### config.mk
export PLATFORM = sky130hd
export DESIGN_NAME = msst_tx
export DESIGN_NICKNAME = d
export VERILOG_FILES = /design/src/common/msst_pkg.sv /design/src/design/msst_sync.sv /design/src/design/msst_tx.sv
export VERILOG_INCLUDE_DIRS = /design/src /design/src/common
export SDC_FILE = /design/constraint.sdc
export NUM_CORES = 1
export LEC_CHECK = 0
export BUFFER_PORTS_ARGS = -buffer_cell sky130_fd_sc_hd__buf_2
export CORE_ASPECT_RATIO = 1.5
export CORE_UTILIZATION = 57
export CTS_CLUSTER_DIAMETER = 120
export CTS_CLUSTER_SIZE = 16
export DETAILED_ROUTE_END_ITERATION = 8
export HOLD_SLACK_MARGIN = 0.12
export PLACE_DENSITY = 0.81
export RECOVER_POWER = 50
export SYNTH_ARGS = -nofsm -noshare
export SYNTH_HDL_FRONTEND = slang
export SYNTH_SLANG_ARGS = --single-unit
export TNS_END_PERCENT = 5
### constraint.sdc
create_clock -name clk_sys -period 13.4 [get_ports clk_sys]
set_input_delay 1.34 -clock clk_sys [delete_from_list [all_inputs] [get_ports clk_sys]]
set_output_delay 1.34 -clock clk_sys [all_outputs]
set_load 0.01 [all_outputs]
### src/common/msst_regs.svh
`ifndef MSST_REGS_SVH
`define MSST_REGS_SVH
// ----------------------------------------
// widths
// ----------------------------------------
`define MSST_AW         8
`define MSST_DW         32
`define MSST_LANES      4
`define MSST_PIX_W      24
`define MSST_MN_W       24
`define MSST_TW         13
`define MSST_OVL_W      8
`define MSST_FRM_W      16
// ----------------------------------------
// register byte offsets
// ----------------------------------------
`define MSST_OFS_CTRL   8'h00
`define MSST_OFS_HTIM   8'h04
`define MSST_OFS_VTIM   8'h08
`define MSST_OFS_BLANK  8'h0C
`define MSST_OFS_LINKM  8'h10
`define MSST_OFS_LINKN  8'h14
`define MSST_OFS_SU     8'h18
`define MSST_OFS_STAT   8'h1C
// ----------------------------------------
// control fields
// ----------------------------------------
`define MSST_C_SEGMODE  0
`define MSST_C_PORTEN   1
`define MSST_C_LANES4   2
`define MSST_C_ASSR     3
`define MSST_C_DSC      4
`define MSST_C_TRAIN    5
`define MSST_C_PSR      6
`define MSST_C_DEEP     7
`define MSST_C_WAKE     8
`define MSST_C_SUGO     9
// upper field of a two-field register
`define MSST_HI_LSB     16
// ----------------------------------------
// status fields
// ----------------------------------------
`define MSST_S_RUN      0
`define MSST_S_SLEEP    1
`define MSST_S_GTCFRM   2
`define MSST_S_MNPEND   3
`define MSST_S_LANE_LSB 4
`define MSST_S_HPD      8
`define MSST_S_FRM_LSB  16
// ----------------------------------------
// lane groups, reset, timing
// ----------------------------------------
`define MSST_LANES_2X1  4'h3
`define MSST_LANES_2X2  4'hF
`define MSST_RST_WORD   32'h0000_0000
`define MSST_GTC_MS     10
`define MSST_CLK_KHZ    25000
`endif

### src/common/msst_pkg.sv
`default_nettype none
`include "msst_regs.svh"
package msst_pkg;
   typedef struct packed {
      logic                     valid;
      logic                     sof;
      logic                     sol;
      logic [`MSST_PIX_W-1:0]   data;
   } msst_pix_t;

   typedef struct packed {
      logic [`MSST_MN_W-1:0]    m;
      logic [`MSST_MN_W-1:0]    n;
   } msst_mn_t;

   typedef struct packed {
      logic [`MSST_TW-1:0]      h_act;
      logic [`MSST_OVL_W-1:0]   ovl;
      logic [`MSST_TW-1:0]      v_act;
      logic [`MSST_TW-1:0]      v_blank;
      logic [`MSST_TW-1:0]      h_blank;
      logic [`MSST_TW-1:0]      h_fp;
   } msst_timing_t;

   typedef struct packed {
      logic                     upd;
      logic [`MSST_TW-1:0]      first;
      logic [`MSST_TW-1:0]      last;
   } msst_su_t;
endpackage : msst_pkg
`default_nettype wire

### src/design/msst_sync.sv
`timescale 1ns/1ps
`default_nettype none
module msst_sync #(
   parameter int WIDTH = 1
) (
   input  wire logic             clk_sys,
   input  wire logic             rst,
   input  wire logic [WIDTH-1:0] d,
   output logic      [WIDTH-1:0] lvl,
   output logic      [WIDTH-1:0] rise
);
   typedef struct packed {
      logic [WIDTH-1:0] s1;
      logic [WIDTH-1:0] s2;
      logic [WIDTH-1:0] s3;
      logic [WIDTH-1:0] lvl;
      logic [WIDTH-1:0] rise;
   } msst_sync_st_t;

   msst_sync_st_t st_ff;
   msst_sync_st_t nxt_st;

   if (WIDTH < 1) begin : g_chk
      $error("msst_sync: WIDTH must be at least 1");
   end

   // ----------------------------------------
   // three stages; level moves only when stages two and three agree
   // ----------------------------------------
   always_comb begin
      nxt_st      = st_ff;
      nxt_st.s1   = d;
      nxt_st.s2   = st_ff.s1;
      nxt_st.s3   = st_ff.s2;
      nxt_st.lvl  = (st_ff.s2 & st_ff.s3) | (st_ff.lvl & (st_ff.s2 | st_ff.s3));
      nxt_st.rise = nxt_st.lvl & ~st_ff.lvl;
   end

   always_ff @(posedge clk_sys or posedge rst) begin
      if (rst) begin
         st_ff <= '0;
      end else begin
         st_ff <= nxt_st;
      end
   end

   assign lvl  = st_ff.lvl;
   assign rise = st_ff.rise;
endmodule : msst_sync
`default_nettype wire

### src/design/msst_tx.sv
// Decided for this implementation: the placing of the registers and the plain strobed port.
`timescale 1ns/1ps
`include "msst_regs.svh"
`default_nettype none
// Notes on behaviour
// - each panel segment gets its own stream on its own lane group of one port
// - two segments: 2x1 on lanes 0,1 or 2x2 on lanes 0 to 3
// - stream attributes per segment: 2x2 on lanes 0,1 repeated 2,3; 2x1 lane 0 and 1
// - one programmed timing set drives every segment
// - training takes all enabled lanes together as one link
// - refresh switching keeps segments aligned; new M/N reaches all lanes at once
// - scrambler seed reset is on for all segments or none
// - time code update goes from 10 ms to per frame in deep sleep
// - all segments enter and leave self refresh sleep together
// - selective update refreshes same blocks on every segment
// - power management frame syncs are common to all segments
// - one fast wake request wakes every segment link
// - with compression the same parameter set goes to every segment
// - segments are enabled only as a whole group
// - one pipe only; no YUV formats in segmented mode
// - one aux channel and one hot plug line for the whole panel
// - writing link N arms new M/N, applied from the next frame
module msst_tx #(
   parameter int SEGS       = 2,
   parameter int GTC_CYCLES = `MSST_GTC_MS * `MSST_CLK_KHZ
) (
   input  wire logic                   clk_sys,
   input  wire logic                   rst,
   input  wire logic [`MSST_AW-1:0]    addr,
   input  wire logic [`MSST_DW-1:0]    wdata,
   input  wire logic                   wr_stb,
   input  wire logic                   rd_stb,
   output logic      [`MSST_DW-1:0]    rdata,
   input  wire msst_pkg::msst_pix_t    pix_in,
   input  wire logic                   link_symbol_clock,
   input  wire logic                   hpd_pin,
   output msst_pkg::msst_pix_t [SEGS-1:0] seg_pix,
   output msst_pkg::msst_timing_t      seg_timing,
   output msst_pkg::msst_mn_t          mn_live,
   output msst_pkg::msst_su_t          su_out,
   output logic      [`MSST_LANES-1:0] lane_en,
   output logic      [`MSST_LANES-1:0] lane_msa,
   output logic      [`MSST_LANES-1:0] lane_pps,
   output logic      [`MSST_LANES-1:0] lane_assr,
   output logic      [`MSST_LANES-1:0] train_lanes,
   output logic                        train_req,
   output logic                        frame_sync,
   output logic                        gtc_pulse,
   output logic                        panel_sleep,
   output logic                        fast_wake
);
   import msst_pkg::*;

   localparam int L  = `MSST_LANES;
   localparam int TW = `MSST_TW;
   localparam int CW = `MSST_TW + 1;
   localparam int GW = $clog2(GTC_CYCLES + 1);
   localparam logic [GW-1:0] GTC_LAST = GW'(GTC_CYCLES - 1);

   if (SEGS != 2 || GTC_CYCLES < 2) begin : g_chk
      $error("msst_tx: needs SEGS of 2 and GTC_CYCLES of 2 or more");
   end

   typedef struct packed {
      logic                  seg_mode;
      logic                  port_en;
      logic                  lanes4;
      logic                  assr;
      logic                  dsc;
      logic                  psr_en;
      logic                  deep_req;
      msst_timing_t          tim;
      logic [`MSST_MN_W-1:0] m_sh;
      logic [`MSST_MN_W-1:0] n_sh;
      logic                  mn_pend;
      msst_mn_t              mn;
      logic [TW-1:0]         su_first;
      logic [TW-1:0]         su_last;
      logic                  su_pend;
      msst_su_t              su;
      logic [CW-1:0]         col;
      msst_pix_t [SEGS-1:0]  seg;
      logic                  asleep;
      logic                  msa_pend;
      logic                  pps_pend;
      logic                  train_req;
      logic                  frame_sync;
      logic                  gtc_pulse;
      logic                  fast_wake;
      logic [L-1:0]          lane_en;
      logic [L-1:0]          lane_msa;
      logic [L-1:0]          lane_pps;
      logic [L-1:0]          lane_assr;
      logic [L-1:0]          train_lanes;
      logic [GW-1:0]         gtc_cnt;
      logic [`MSST_FRM_W-1:0] frames;
      logic [`MSST_DW-1:0]   rdata;
   } msst_tx_st_t;

   msst_tx_st_t st_ff;
   msst_tx_st_t nxt_st;

   // ----------------------------------------
   // pin inputs
   // ----------------------------------------
   logic lk_rise;
   logic hpd_lvl;

   msst_sync #(.WIDTH(1)) u_lk_sync (
      .clk_sys (clk_sys),
      .rst     (rst),
      .d       (link_symbol_clock),
      .lvl     (),
      .rise    (lk_rise)
   );

   msst_sync #(.WIDTH(1)) u_hpd_sync (
      .clk_sys (clk_sys),
      .rst     (rst),
      .d       (hpd_pin),
      .lvl     (hpd_lvl),
      .rise    ()
   );

   // ----------------------------------------
   // decode and segment windows
   // ----------------------------------------
   logic          run;
   logic          sof_evt;
   logic          ctrl_wr;
   logic          linkn_wr;
   logic          wake_wr;
   logic          sugo_wr;
   logic          gtc_frm;
   logic [CW-1:0] cur_col;
   logic [CW-1:0] hx;
   logic [CW-1:0] ovx;
   logic [CW-1:0] lo_a [SEGS];
   logic [SEGS-1:0] in_win;

   // port runs only once segmented mode is set
   assign run      = st_ff.seg_mode & st_ff.port_en;
   assign sof_evt  = run & pix_in.valid & pix_in.sof;
   assign ctrl_wr  = wr_stb && (addr == `MSST_OFS_CTRL);
   assign linkn_wr = wr_stb && (addr == `MSST_OFS_LINKN);
   assign wake_wr  = ctrl_wr & wdata[`MSST_C_WAKE];
   assign sugo_wr  = ctrl_wr & wdata[`MSST_C_SUGO];
   assign gtc_frm  = st_ff.asleep & st_ff.deep_req;
   assign cur_col  = pix_in.sol ? '0 : st_ff.col;
   assign hx       = {1'b0, st_ff.tim.h_act};
   assign ovx      = {{(CW - `MSST_OVL_W){1'b0}}, st_ff.tim.ovl};

   // even width keeps slices aligned, not checked here
   for (genvar s = 0; s < SEGS; s++) begin : g_win
      localparam logic [CW-1:0] SI = CW'(s);
      localparam logic [CW-1:0] SN = CW'(s + 1);
      logic [CW-1:0] hi;
      assign lo_a[s]   = (s == 0) ? '0 : CW'(SI * hx - ovx);
      assign hi        = (s == SEGS - 1) ? CW'(SN * hx) : CW'(SN * hx + ovx);
      assign in_win[s] = (cur_col >= lo_a[s]) && (cur_col < hi);
   end

   // ----------------------------------------
   // next state
   // ----------------------------------------
   always_comb begin
      nxt_st            = st_ff;
      nxt_st.rdata      = `MSST_RST_WORD;
      nxt_st.lane_msa   = '0;
      nxt_st.lane_pps   = '0;
      nxt_st.train_req  = 1'b0;
      nxt_st.frame_sync = 1'b0;
      nxt_st.gtc_pulse  = 1'b0;
      nxt_st.fast_wake  = 1'b0;
      nxt_st.su.upd     = 1'b0;

      if (wr_stb) begin
         case (addr)
            `MSST_OFS_CTRL: begin
               nxt_st.seg_mode = wdata[`MSST_C_SEGMODE];
               nxt_st.port_en  = wdata[`MSST_C_PORTEN];
               nxt_st.lanes4   = wdata[`MSST_C_LANES4];
               nxt_st.assr     = wdata[`MSST_C_ASSR];
               nxt_st.dsc      = wdata[`MSST_C_DSC];
               nxt_st.psr_en   = wdata[`MSST_C_PSR];
               nxt_st.deep_req = wdata[`MSST_C_DEEP];
            end
            `MSST_OFS_HTIM: begin
               nxt_st.tim.h_act = wdata[TW-1:0];
               nxt_st.tim.ovl   = wdata[`MSST_HI_LSB +: `MSST_OVL_W];
            end
            `MSST_OFS_VTIM: begin
               nxt_st.tim.v_act   = wdata[TW-1:0];
               nxt_st.tim.v_blank = wdata[`MSST_HI_LSB +: TW];
            end
            `MSST_OFS_BLANK: begin
               nxt_st.tim.h_blank = wdata[TW-1:0];
               nxt_st.tim.h_fp    = wdata[`MSST_HI_LSB +: TW];
            end
            `MSST_OFS_LINKM: nxt_st.m_sh = wdata[`MSST_MN_W-1:0];
            `MSST_OFS_LINKN: nxt_st.n_sh = wdata[`MSST_MN_W-1:0];
            `MSST_OFS_SU: begin
               nxt_st.su_first = wdata[TW-1:0];
               nxt_st.su_last  = wdata[`MSST_HI_LSB +: TW];
            end
            default: ;
         endcase
      end

      if (nxt_st.seg_mode && nxt_st.port_en) begin
         nxt_st.lane_en = nxt_st.lanes4 ? `MSST_LANES_2X2 : `MSST_LANES_2X1;
      end else begin
         nxt_st.lane_en = '0;
      end
      nxt_st.lane_assr = nxt_st.assr ? nxt_st.lane_en : '0;

      if (ctrl_wr && wdata[`MSST_C_TRAIN] && nxt_st.lane_en != '0) begin
         nxt_st.train_req   = 1'b1;
         nxt_st.train_lanes = nxt_st.lane_en;
      end

      for (int s = 0; s < SEGS; s++) begin
         nxt_st.seg[s].valid = run & pix_in.valid & in_win[s];
         nxt_st.seg[s].sof   = pix_in.sof;
         nxt_st.seg[s].sol   = (cur_col == lo_a[s]);
         nxt_st.seg[s].data  = pix_in.data;
      end
      if (run && pix_in.valid) begin
         nxt_st.col = CW'(cur_col + 1'b1);
      end

      // arm on link N, apply at frame start
      nxt_st.mn_pend = st_ff.mn_pend | linkn_wr;
      nxt_st.su_pend = st_ff.su_pend | sugo_wr;
      if (sof_evt) begin
         nxt_st.frame_sync = 1'b1;
         nxt_st.frames     = `MSST_FRM_W'(st_ff.frames + 1'b1);
         nxt_st.msa_pend   = 1'b1;
         nxt_st.pps_pend   = st_ff.dsc;
         if (st_ff.mn_pend) begin
            nxt_st.mn.m    = st_ff.m_sh;
            nxt_st.mn.n    = st_ff.n_sh;
            nxt_st.mn_pend = linkn_wr;
         end
         if (st_ff.su_pend) begin
            nxt_st.su.upd   = 1'b1;
            nxt_st.su.first = st_ff.su_first;
            nxt_st.su.last  = st_ff.su_last;
            nxt_st.su_pend  = sugo_wr;
         end
         // sleep is entered at frame start only; a wake write below leaves it in any cycle
         nxt_st.asleep = st_ff.psr_en;
      end

      if (wake_wr) begin
         nxt_st.fast_wake = 1'b1;
         nxt_st.asleep    = 1'b0;
      end

      // attribute packets leave on a link edge so all lanes start together
      if (lk_rise && st_ff.msa_pend) begin
         // new M/N on all lanes at once
         nxt_st.lane_msa = nxt_st.lane_en;
         // a frame start in this very cycle queues a fresh packet, set wins
         nxt_st.msa_pend = sof_evt;
         nxt_st.lane_pps = st_ff.pps_pend ? nxt_st.lane_en : '0;
         nxt_st.pps_pend = sof_evt & st_ff.dsc;
      end

      if (gtc_frm) begin
         nxt_st.gtc_cnt   = '0;
         nxt_st.gtc_pulse = sof_evt;
      end else if (st_ff.gtc_cnt == GTC_LAST) begin
         nxt_st.gtc_cnt   = '0;
         nxt_st.gtc_pulse = run;
      end else begin
         nxt_st.gtc_cnt = GW'(st_ff.gtc_cnt + 1'b1);
      end

      if (rd_stb) begin
         case (addr)
            `MSST_OFS_CTRL: begin
               nxt_st.rdata[`MSST_C_SEGMODE] = st_ff.seg_mode;
               nxt_st.rdata[`MSST_C_PORTEN]  = st_ff.port_en;
               nxt_st.rdata[`MSST_C_LANES4]  = st_ff.lanes4;
               nxt_st.rdata[`MSST_C_ASSR]    = st_ff.assr;
               nxt_st.rdata[`MSST_C_DSC]     = st_ff.dsc;
               nxt_st.rdata[`MSST_C_PSR]     = st_ff.psr_en;
               nxt_st.rdata[`MSST_C_DEEP]    = st_ff.deep_req;
            end
            `MSST_OFS_HTIM: begin
               nxt_st.rdata[TW-1:0]                        = st_ff.tim.h_act;
               nxt_st.rdata[`MSST_HI_LSB +: `MSST_OVL_W]   = st_ff.tim.ovl;
            end
            `MSST_OFS_VTIM: begin
               nxt_st.rdata[TW-1:0]                = st_ff.tim.v_act;
               nxt_st.rdata[`MSST_HI_LSB +: TW]    = st_ff.tim.v_blank;
            end
            `MSST_OFS_BLANK: begin
               nxt_st.rdata[TW-1:0]                = st_ff.tim.h_blank;
               nxt_st.rdata[`MSST_HI_LSB +: TW]    = st_ff.tim.h_fp;
            end
            `MSST_OFS_LINKM: nxt_st.rdata[`MSST_MN_W-1:0] = st_ff.m_sh;
            `MSST_OFS_LINKN: nxt_st.rdata[`MSST_MN_W-1:0] = st_ff.n_sh;
            `MSST_OFS_SU: begin
               nxt_st.rdata[TW-1:0]                = st_ff.su_first;
               nxt_st.rdata[`MSST_HI_LSB +: TW]    = st_ff.su_last;
            end
            `MSST_OFS_STAT: begin
               nxt_st.rdata[`MSST_S_RUN]                = run;
               nxt_st.rdata[`MSST_S_SLEEP]              = st_ff.asleep;
               nxt_st.rdata[`MSST_S_GTCFRM]             = gtc_frm;
               nxt_st.rdata[`MSST_S_MNPEND]             = st_ff.mn_pend;
               nxt_st.rdata[`MSST_S_LANE_LSB +: L]      = st_ff.lane_en;
               nxt_st.rdata[`MSST_S_HPD]                = hpd_lvl;
               nxt_st.rdata[`MSST_S_FRM_LSB +: `MSST_FRM_W] = st_ff.frames;
            end
            default: ;
         endcase
      end
   end

   always_ff @(posedge clk_sys or posedge rst) begin
      if (rst) begin
         st_ff <= '0;
      end else begin
         st_ff <= nxt_st;
      end
   end

   // ----------------------------------------
   // outputs
   // ----------------------------------------
   // one timing set for all
   assign seg_timing  = st_ff.tim;
   assign seg_pix     = st_ff.seg;
   assign mn_live     = st_ff.mn;
   assign su_out      = st_ff.su;
   assign lane_en     = st_ff.lane_en;
   assign lane_msa    = st_ff.lane_msa;
   assign lane_pps    = st_ff.lane_pps;
   assign lane_assr   = st_ff.lane_assr;
   assign train_lanes = st_ff.train_lanes;
   assign train_req   = st_ff.train_req;
   assign frame_sync  = st_ff.frame_sync;
   assign gtc_pulse   = st_ff.gtc_pulse;
   assign panel_sleep = st_ff.asleep;
   assign fast_wake   = st_ff.fast_wake;
   assign rdata       = st_ff.rdata;
endmodule : msst_tx
`default_nettype wire

==> results by group, run 1 <==
Clock tree
  – CTS clk-pin slew, worst paths: roughly 70 ps
  – CTS Sinks: ~370
  – CTS Hold Bufs: 0
  – Bufs on Longest Clock Path: 3
  – Postcts setup bufs: 0
  – Worst skew pair latency: roughly 570 ps
  – CTS Root Cell: clkbuf_16
  – CTS tree: built
  – CTS Buf Count: 26
  – Cts repair resizes: 0
  – Htree depth: 1

Status
  – Outcome: complete, but fails checks
  – Failing checks: max-capacitance violations, max-slew violations

Final layout
  – Area grow syn2layout: 1.63%
  – Layout cells sized above 1: between 20% and 30%
  – Post-Layout Cell Count: approximately 2,100
  – Net count, final: around 1,800

Route
  – Drt wl/cell: between 20 and 25 microns
  – Total Wirelength: about 48 mm
  – Vias: around 12,000
  – DRT iter0 DRCs: around 750
  – Routed via count divided by cell count: between 5 and 6
  – Drc violations: 0
  – DRT Pass-1 Iters: 7
  – Antenna Nets Post-Route: 0

Worst setup path
  – Worst stage delay on the critical path: 2450 ps
  – Crit-path max FO: 40
  – Crit path cell chain: clkbuf_1, clkbuf_1, nor3_1, nand2_2, mux2_2
  – Crit-path most repeated cell: clkbuf_1
  – Crit path capture type: flop
  – Required time worst endpoint: approximately 14,000 ps
  – CP Class: input port to flop
  – R2R depth: 5
  – Worst Path Arrival: between 6000 and 7000 ps
  – Critical path's slowest cell: nor3_1
  – Critical Path Start Type: input port

GRT
  – Overflow after GRT: 0
  – First-pass GRT wire length: roughly 73 mm
  – Gr usage total: between 20% and 30%
  – Vias in the first global route: approximately 13,000
  – Largest net degree at the start of global routing: 133
  – Initial antenna violation count: 2

Logic synthesis
  – Main synth FF type: dfrtp_1
  – Post-synth cell types: between 70 and 80
  – Post-Syn Area per Cell: about 12 sq um
  – FF+latch count, synth: roughly 370
  – Yosys warnings: 0
  – Sequential share of the synthesized area: a little under 50%
  – Net count after synthesis: about 1,700
  – Cells after Synth: about 1,600
  – Post-synth top cells: 366 x dfrtp_1, 259 x buf_4, 234 x mux2_2
  – Asr flop ratio synth: 100%
  – Synth top area share: 49.0%
  – Top-count cell post-synth: dfrtp_1
  – Post-synth top area cell: dfrtp_1
  – Synthesized area: approximately 0.019 sq mm
  – Post-synth EDFFs: 0
  – Ranking of synthesized cells by area: dfrtp_1 49%, mux2_2 14%, buf_4 10%

Placement
  – Placed instance count: roughly 2,000
  – Final Wtd Congestion: between 0.8 and 0.9
  – Hpwl dp: about 34 mm
  – Port Buffers: between 300 and 400
  – Pre-CTS setup slack: slightly above 9000 ps

Floorplanning
  – Starting Density: about 60%
  – Row cnt: 80
  – Die area: approximately 0.034 sq mm
  – Die Height: 224 microns
  – Die width: ~150 microns
  – Ports: approximately 330
  – Core footprint: between 0.03 and 0.04 sq mm

Worst hold path
  – Hold path cells: 0
  – Worst Hold Class: flop to flop

Pwr
  – Combinational share of power: 10.1%
  – P_sw: 525 uW
  – Pwr per Cell Area: about 110 mW/mm^2
  – Int Pwr: roughly 1.6 mW
  – Sw Ratio: between 20% and 30%
  – Pleak: 9.12 nW
  – Max rail drop VDD: approximately 0.10 mV
  – Reg power frac: 55.6%
  – Clk network pwr share: around 34%

STA
  – Final worst slack: 6890 ps
  – Minimum clock period: roughly 6500 ps
  – Worst Max-Slew Pin Slew: 5640 ps
  – RSZ-0062 raised after global routing: false
  – Final max-slew violation count: about 220
  – Final hold vios: 0
  – Maximum clock frequency: ~150 MHz
  – Setup Viol. Count Final: 0
  – Worst hold margin: 370 ps
  – Clk_skew: between 15 and 20 ps
  – Slew HR: -278%
  – Sum of negative setup slack: 0 ps
  – Period utilization: about half

Run
  – Max_cap viols: 4
-- power by group through the flow --
stage / Combinational (mW) / Sequential [mW] / Clock, mW
after floorplan: 0.169 / 1.17 / 0
after global placement: 0.211 / 1.18 / 0
after detailed placement: 0.217 / 1.18 / 0
after CTS: 0.218 / 1.16 / 0.739
after global routing: 0.236 / 1.17 / 0.774
final: 0.211 / 1.16 / 0.717
-- cell usage in the layout, fill, tap and decap left out, types with 29 or more instances in the layout --
master	instances
a21oi_1	38
a22oi_1	29
buf_2	64
clkbuf_1	266
dfrtp_1	366
ha_1	60
inv_1	37
mux2_2	232
nand2_1	86
nor2_1	89
xnor2_1	39
-- state kept, by name, indices dropped and copies added (netlist names), 27 cells and up --
register    flops
st_ff         133
seg_timing     73
rdata          32
mn_live        48
su_out         27
seg_pix        29
-- critical path, delay by kind of cell --
| kind | cells | cell delay (ps) |
|---|---|---|
| buffers and inverters | 2 | 1350 |
| multiplexers | 1 | 570 |
| AND/OR/NAND/NOR | 2 | 3640 |
-- per-layer routing --
layer	vias to the layer above	share of wire (%)	GRT usage [%]
li1	5392	-	-
met1	6202	37	33.8
met2	542	52	51.0
met3	116	7.0	5.09
met4	0	4.8	14.5
met5	-	0	0
-- layout make-up --
cell class	count	area, sq um
Tap cell	410	513
Multi-Input combinational cell	882	7100
Clock inverter	1	16.3
Timing Repair Buffer	339	1390
Antenna cell	4	10.0
Sequential cell	366	9160
Inverter	39	149
Fill cell	2759	13000
Clock buffer	27	664
-- through the flow --
stage	power (mW)	area (sq um)	util, %
final	2.09	19000	59.3
after global routing	2.18	19000	59.3
after CTS	2.12	19400	60.5
after detailed placement	1.40	18700	58.3
after global placement	1.39	18700	58.3
after floorplan	1.34	18700	-
-- cell families (layout without fill, tap and decap cells) --
| family | after synthesis | in the layout | synth area share [%] |
|---|---|---|---|
| other | 0 | 4 | 0 |
| XOR/XNOR | 53 | 53 | 2.48 |
| buffers and inverters | 355 | 406 | 12.8 |
| AND/OR/NAND/NOR | 330 | 330 | 9.08 |
| flip-flops | 366 | 366 | 49.0 |
| multiplexers | 256 | 256 | 15.7 |
| adder cells (fa/ha/maj) | 64 | 64 | 4.34 |
| AO/OA/AOI/OAI | 179 | 179 | 6.56 |
-- final timing paths --
path | startpoint | endpoint | slack, ps
max | addr[2] | st_ff[293]$_DFFE_PP0P_ | 6890
min | u_lk_sync.nxt_st[3]$_DFF_PP0_ | u_lk_sync.nxt_st[2]$_DFF_PP0_ | 370
max reg2reg | st_ff[391]$_DFF_PP0_ | su_out[8]$_DFFE_PP0P_ | 9220
min reg2reg | u_lk_sync.nxt_st[3]$_DFF_PP0_ | u_lk_sync.nxt_st[2]$_DFF_PP0_ | 370
max in group asynchronous | rst | rdata[25]$_DFF_PP0_ | 7270
min in group asynchronous | rst | seg_pix[24]$_DFF_PP0_ | 2540
Power figures use the tool's default switching activity.
==> run 2: changes to the inputs <==
Clock period 13.4 ns to 6.4 ns, I/O delays scaled along.
==> run 2 against run 1 <==
  * The flow still finishes with violations (max-capacitance violations, max-slew violations)
  * Power is 110% higher
  * Global-route usage is 0.44 points higher
  * Setup slack worse by 4700 ps
  * Flip-flop and latch count stayed put
  * Combinational power is 110% higher
  * Via count is 0.19% higher
  * Largest power group unchanged
==> results by group, run 2 (synthesis results as in run 1) <==
Clock tree
  – Bufs on Longest Clock Path: 3 (unchanged)
  – CTS clk-pin slew, worst paths: 80 ps (about the same)
  – Worst skew pair latency: 580 ps (about the same)
  – CTS Sinks: 366 (unchanged)
  – CTS Buf Count: 26 (unchanged)
  – Cts repair resizes: 0 (unchanged)
  – CTS tree: built
  – CTS Root Cell: clkbuf_16
  – Postcts setup bufs: 0 (unchanged)
  – Htree depth: 1 (unchanged)
  – CTS Hold Bufs: 0 (unchanged)

GRT
  – First-pass GRT wire length: 73.8 mm (+0.99%)
  – Overflow after GRT: 0 (unchanged)
  – Vias in the first global route: 12,600 (-0.46%)
  – Gr usage total: 29.5% (+0.44 points)
  – Largest net degree at the start of global routing: 186 (+40%)
  – Initial antenna violation count: 0 (-2)

Status
  – Outcome: complete, but fails checks
  – Failing checks: max-capacitance violations, max-slew violations

STA
  – Clk_skew: 32.2 ps (+16.7 ps)
  – Period utilization: around two thirds
  – Sum of negative setup slack: 0 ps (unchanged)
  – Setup Viol. Count Final: 0 (unchanged)
  – Slew HR: -51.5% (+230 points)
  – Final hold vios: 0 (unchanged)
  – Minimum clock period: 4210 ps
  – Final max-slew violation count: 56 (-74%)
  – RSZ-0062 raised after global routing: false
  – Maximum clock frequency: around 240 MHz
  – Worst Max-Slew Pin Slew: 2260 ps (-3380 ps)

Placement
  – Port Buffers: 328 (unchanged)
  – Final Wtd Congestion: 0.899 (unchanged)
  – Hpwl dp: 35.0 mm (+2.4%)

Route
  – DRT Pass-1 Iters: 5 (-2)
  – Drt wl/cell: 23.6 microns (+1.0%)
  – Vias: 12,300 (+0.19%)
  – DRT iter0 DRCs: 681 (-9.4%)
  – Routed via count divided by cell count: 5.96 (+0.53%)
  – Antenna Nets Post-Route: 0 (unchanged)
  – Drc violations: 0 (unchanged)
  – Total Wirelength: 48.6 mm (+0.67%)

Pwr
  – Clk network pwr share: 34.4% (about the same)
  – Pwr per Cell Area: 231 mW/mm^2 (+110%)
  – Sw Ratio: 25.4% (+0.27 points)
  – P_sw: 1.12 mW (+110%)
  – Pleak: 9.17 nW (+0.52%)
  – Int Pwr: 3.28 mW (+110%)
  – Max rail drop VDD: 0.209 mV (+100%)
  – Reg power frac: 55.4% (-0.2 points)
  – Total power: 4.39 mW (+110%)
  – Combinational share of power: 10.2% (about the same)

Final layout
  – Layout cells sized above 1: 22.6% (+0.95 points)
  – Max FFs per register: 133 (unchanged)
  – Number of diodes: 0 (-4)
  – Net count, final: 1,786 (-0.17%)
  – Commonest non-fill, non-tap cell in the layout: dfrtp_1
  – Commonest cells after routing, fill and taps aside: 366 x dfrtp_1, 255 x clkbuf_1, 234 x mux2_2
  – Fillers: 2,785 (+0.94%)
  – Area grow syn2layout: 1.74%
  – Largest Register: st_ff

Floorplanning
  – Ports: 332 (unchanged)
  – Die Height: 224 microns (unchanged)
  – Die width: 150 microns (unchanged)
  – Core footprint: 0.0320 sq mm (unchanged)
  – Starting Density: 58.3% (unchanged)
  – Row cnt: 80 (unchanged)
  – Die area: 0.0335 sq mm (unchanged)

Worst setup path
  – Required time worst endpoint: 6840 ps (-7000 ps)
  – Critical Path Start Type: input port
  – CP Class: input port to flop
  – Crit-path max FO: 43 (+7.5%)
  – Worst Path Arrival: 4650 ps (-2300 ps)
  – Crit path capture type: flop

Run
  – Max_cap viols: 2 (-2)

Worst hold path
  – Worst Hold Class: input port to flop
-- run 2: cell types whose count changed in the layout (fill, tap and decap cells not counted), sizes merged --
cell	before	now
clkbuf	293	282
buf	73	81
diode	4	0
-- run 2: final cells by class --
| cell class | instances | area, sq um | area share [%] |
|---|---|---|---|
| clock inverters | 1 | 16.3 | 0.0855 |
| multi-input cells | 882 | 7120 | 37.4 |
| inverters | 39 | 149 | 0.783 |
| clock buffers | 27 | 664 | 3.49 |
| flip-flops and latches | 366 | 9160 | 48.2 |
| well taps | 410 | 513 | 2.70 |
| repair buffers | 336 | 1400 | 7.34 |
-- run 2: stage by stage --
step	setup WS [ps]	area, sq um	cells	utilization [%]	hold WS [ps]
global placement	2550	18700	2033	58.3	344
floorplan	850	18700	1603	-	331
finish	2190	19000	2061	59.4	162
CTS	2750	19400	2061	60.4	151
global route	2050	19000	2061	59.4	148
detailed placement	2470	18700	2033	58.3	336
-- run 2: routing by layer --
layer / global-route usage, % / vias up / share of wire [%]
met5: 0 / - / 0
met4: 15.4 / 0 / 5.7
met3: 5.62 / 145 / 7.1
met2: 51.6 / 534 / 51
met1: 33.9 / 6216 / 36
li1: - / 5380 / -
-- run 2: worst max-delay path, cell delays in order --
cell and delay, ps:
clkbuf_1 150, buf_4 390, nor3_1 1800, nand2_2 1080, mux2_2 560
-- run 2: power by group through the flow --
| stage | logic [mW] | clock network, mW | registers [mW] |
|---|---|---|---|
| 4_1_cts | 0.461 | 1.54 | 2.43 |
| 2_1_floorplan | 0.354 | 0 | 2.45 |
| 5_1_grt | 0.501 | 1.62 | 2.44 |
| 6_report | 0.447 | 1.51 | 2.43 |
| 3_3_place_gp | 0.448 | 0 | 2.47 |
| 3_5_place_dp | 0.459 | 0 | 2.48 |
-- run 2: path summary, 6_finish.rpt --
path,from,end,slack [ps],cells after the start
hold / removal,pix_in[4],seg_pix[31]$_DFF_PP0_,160,1
setup / recovery,addr[2],st_ff[310]$_DFFE_PP0P_,2190,5
max in group asynchronous,rst,st_ff[275]$_DFFE_PP0P_,4150,3
min in group asynchronous,rst,st_ff[62]$_DFF_PP0_,500,2
setup reg to reg,st_ff[391]$_DFF_PP0_,mn_live[46]$_DFFE_PP0P_,2490,6
hold reg to reg,u_lk_sync.nxt_st[3]$_DFF_PP0_,u_lk_sync.nxt_st[2]$_DFF_PP0_,360,0
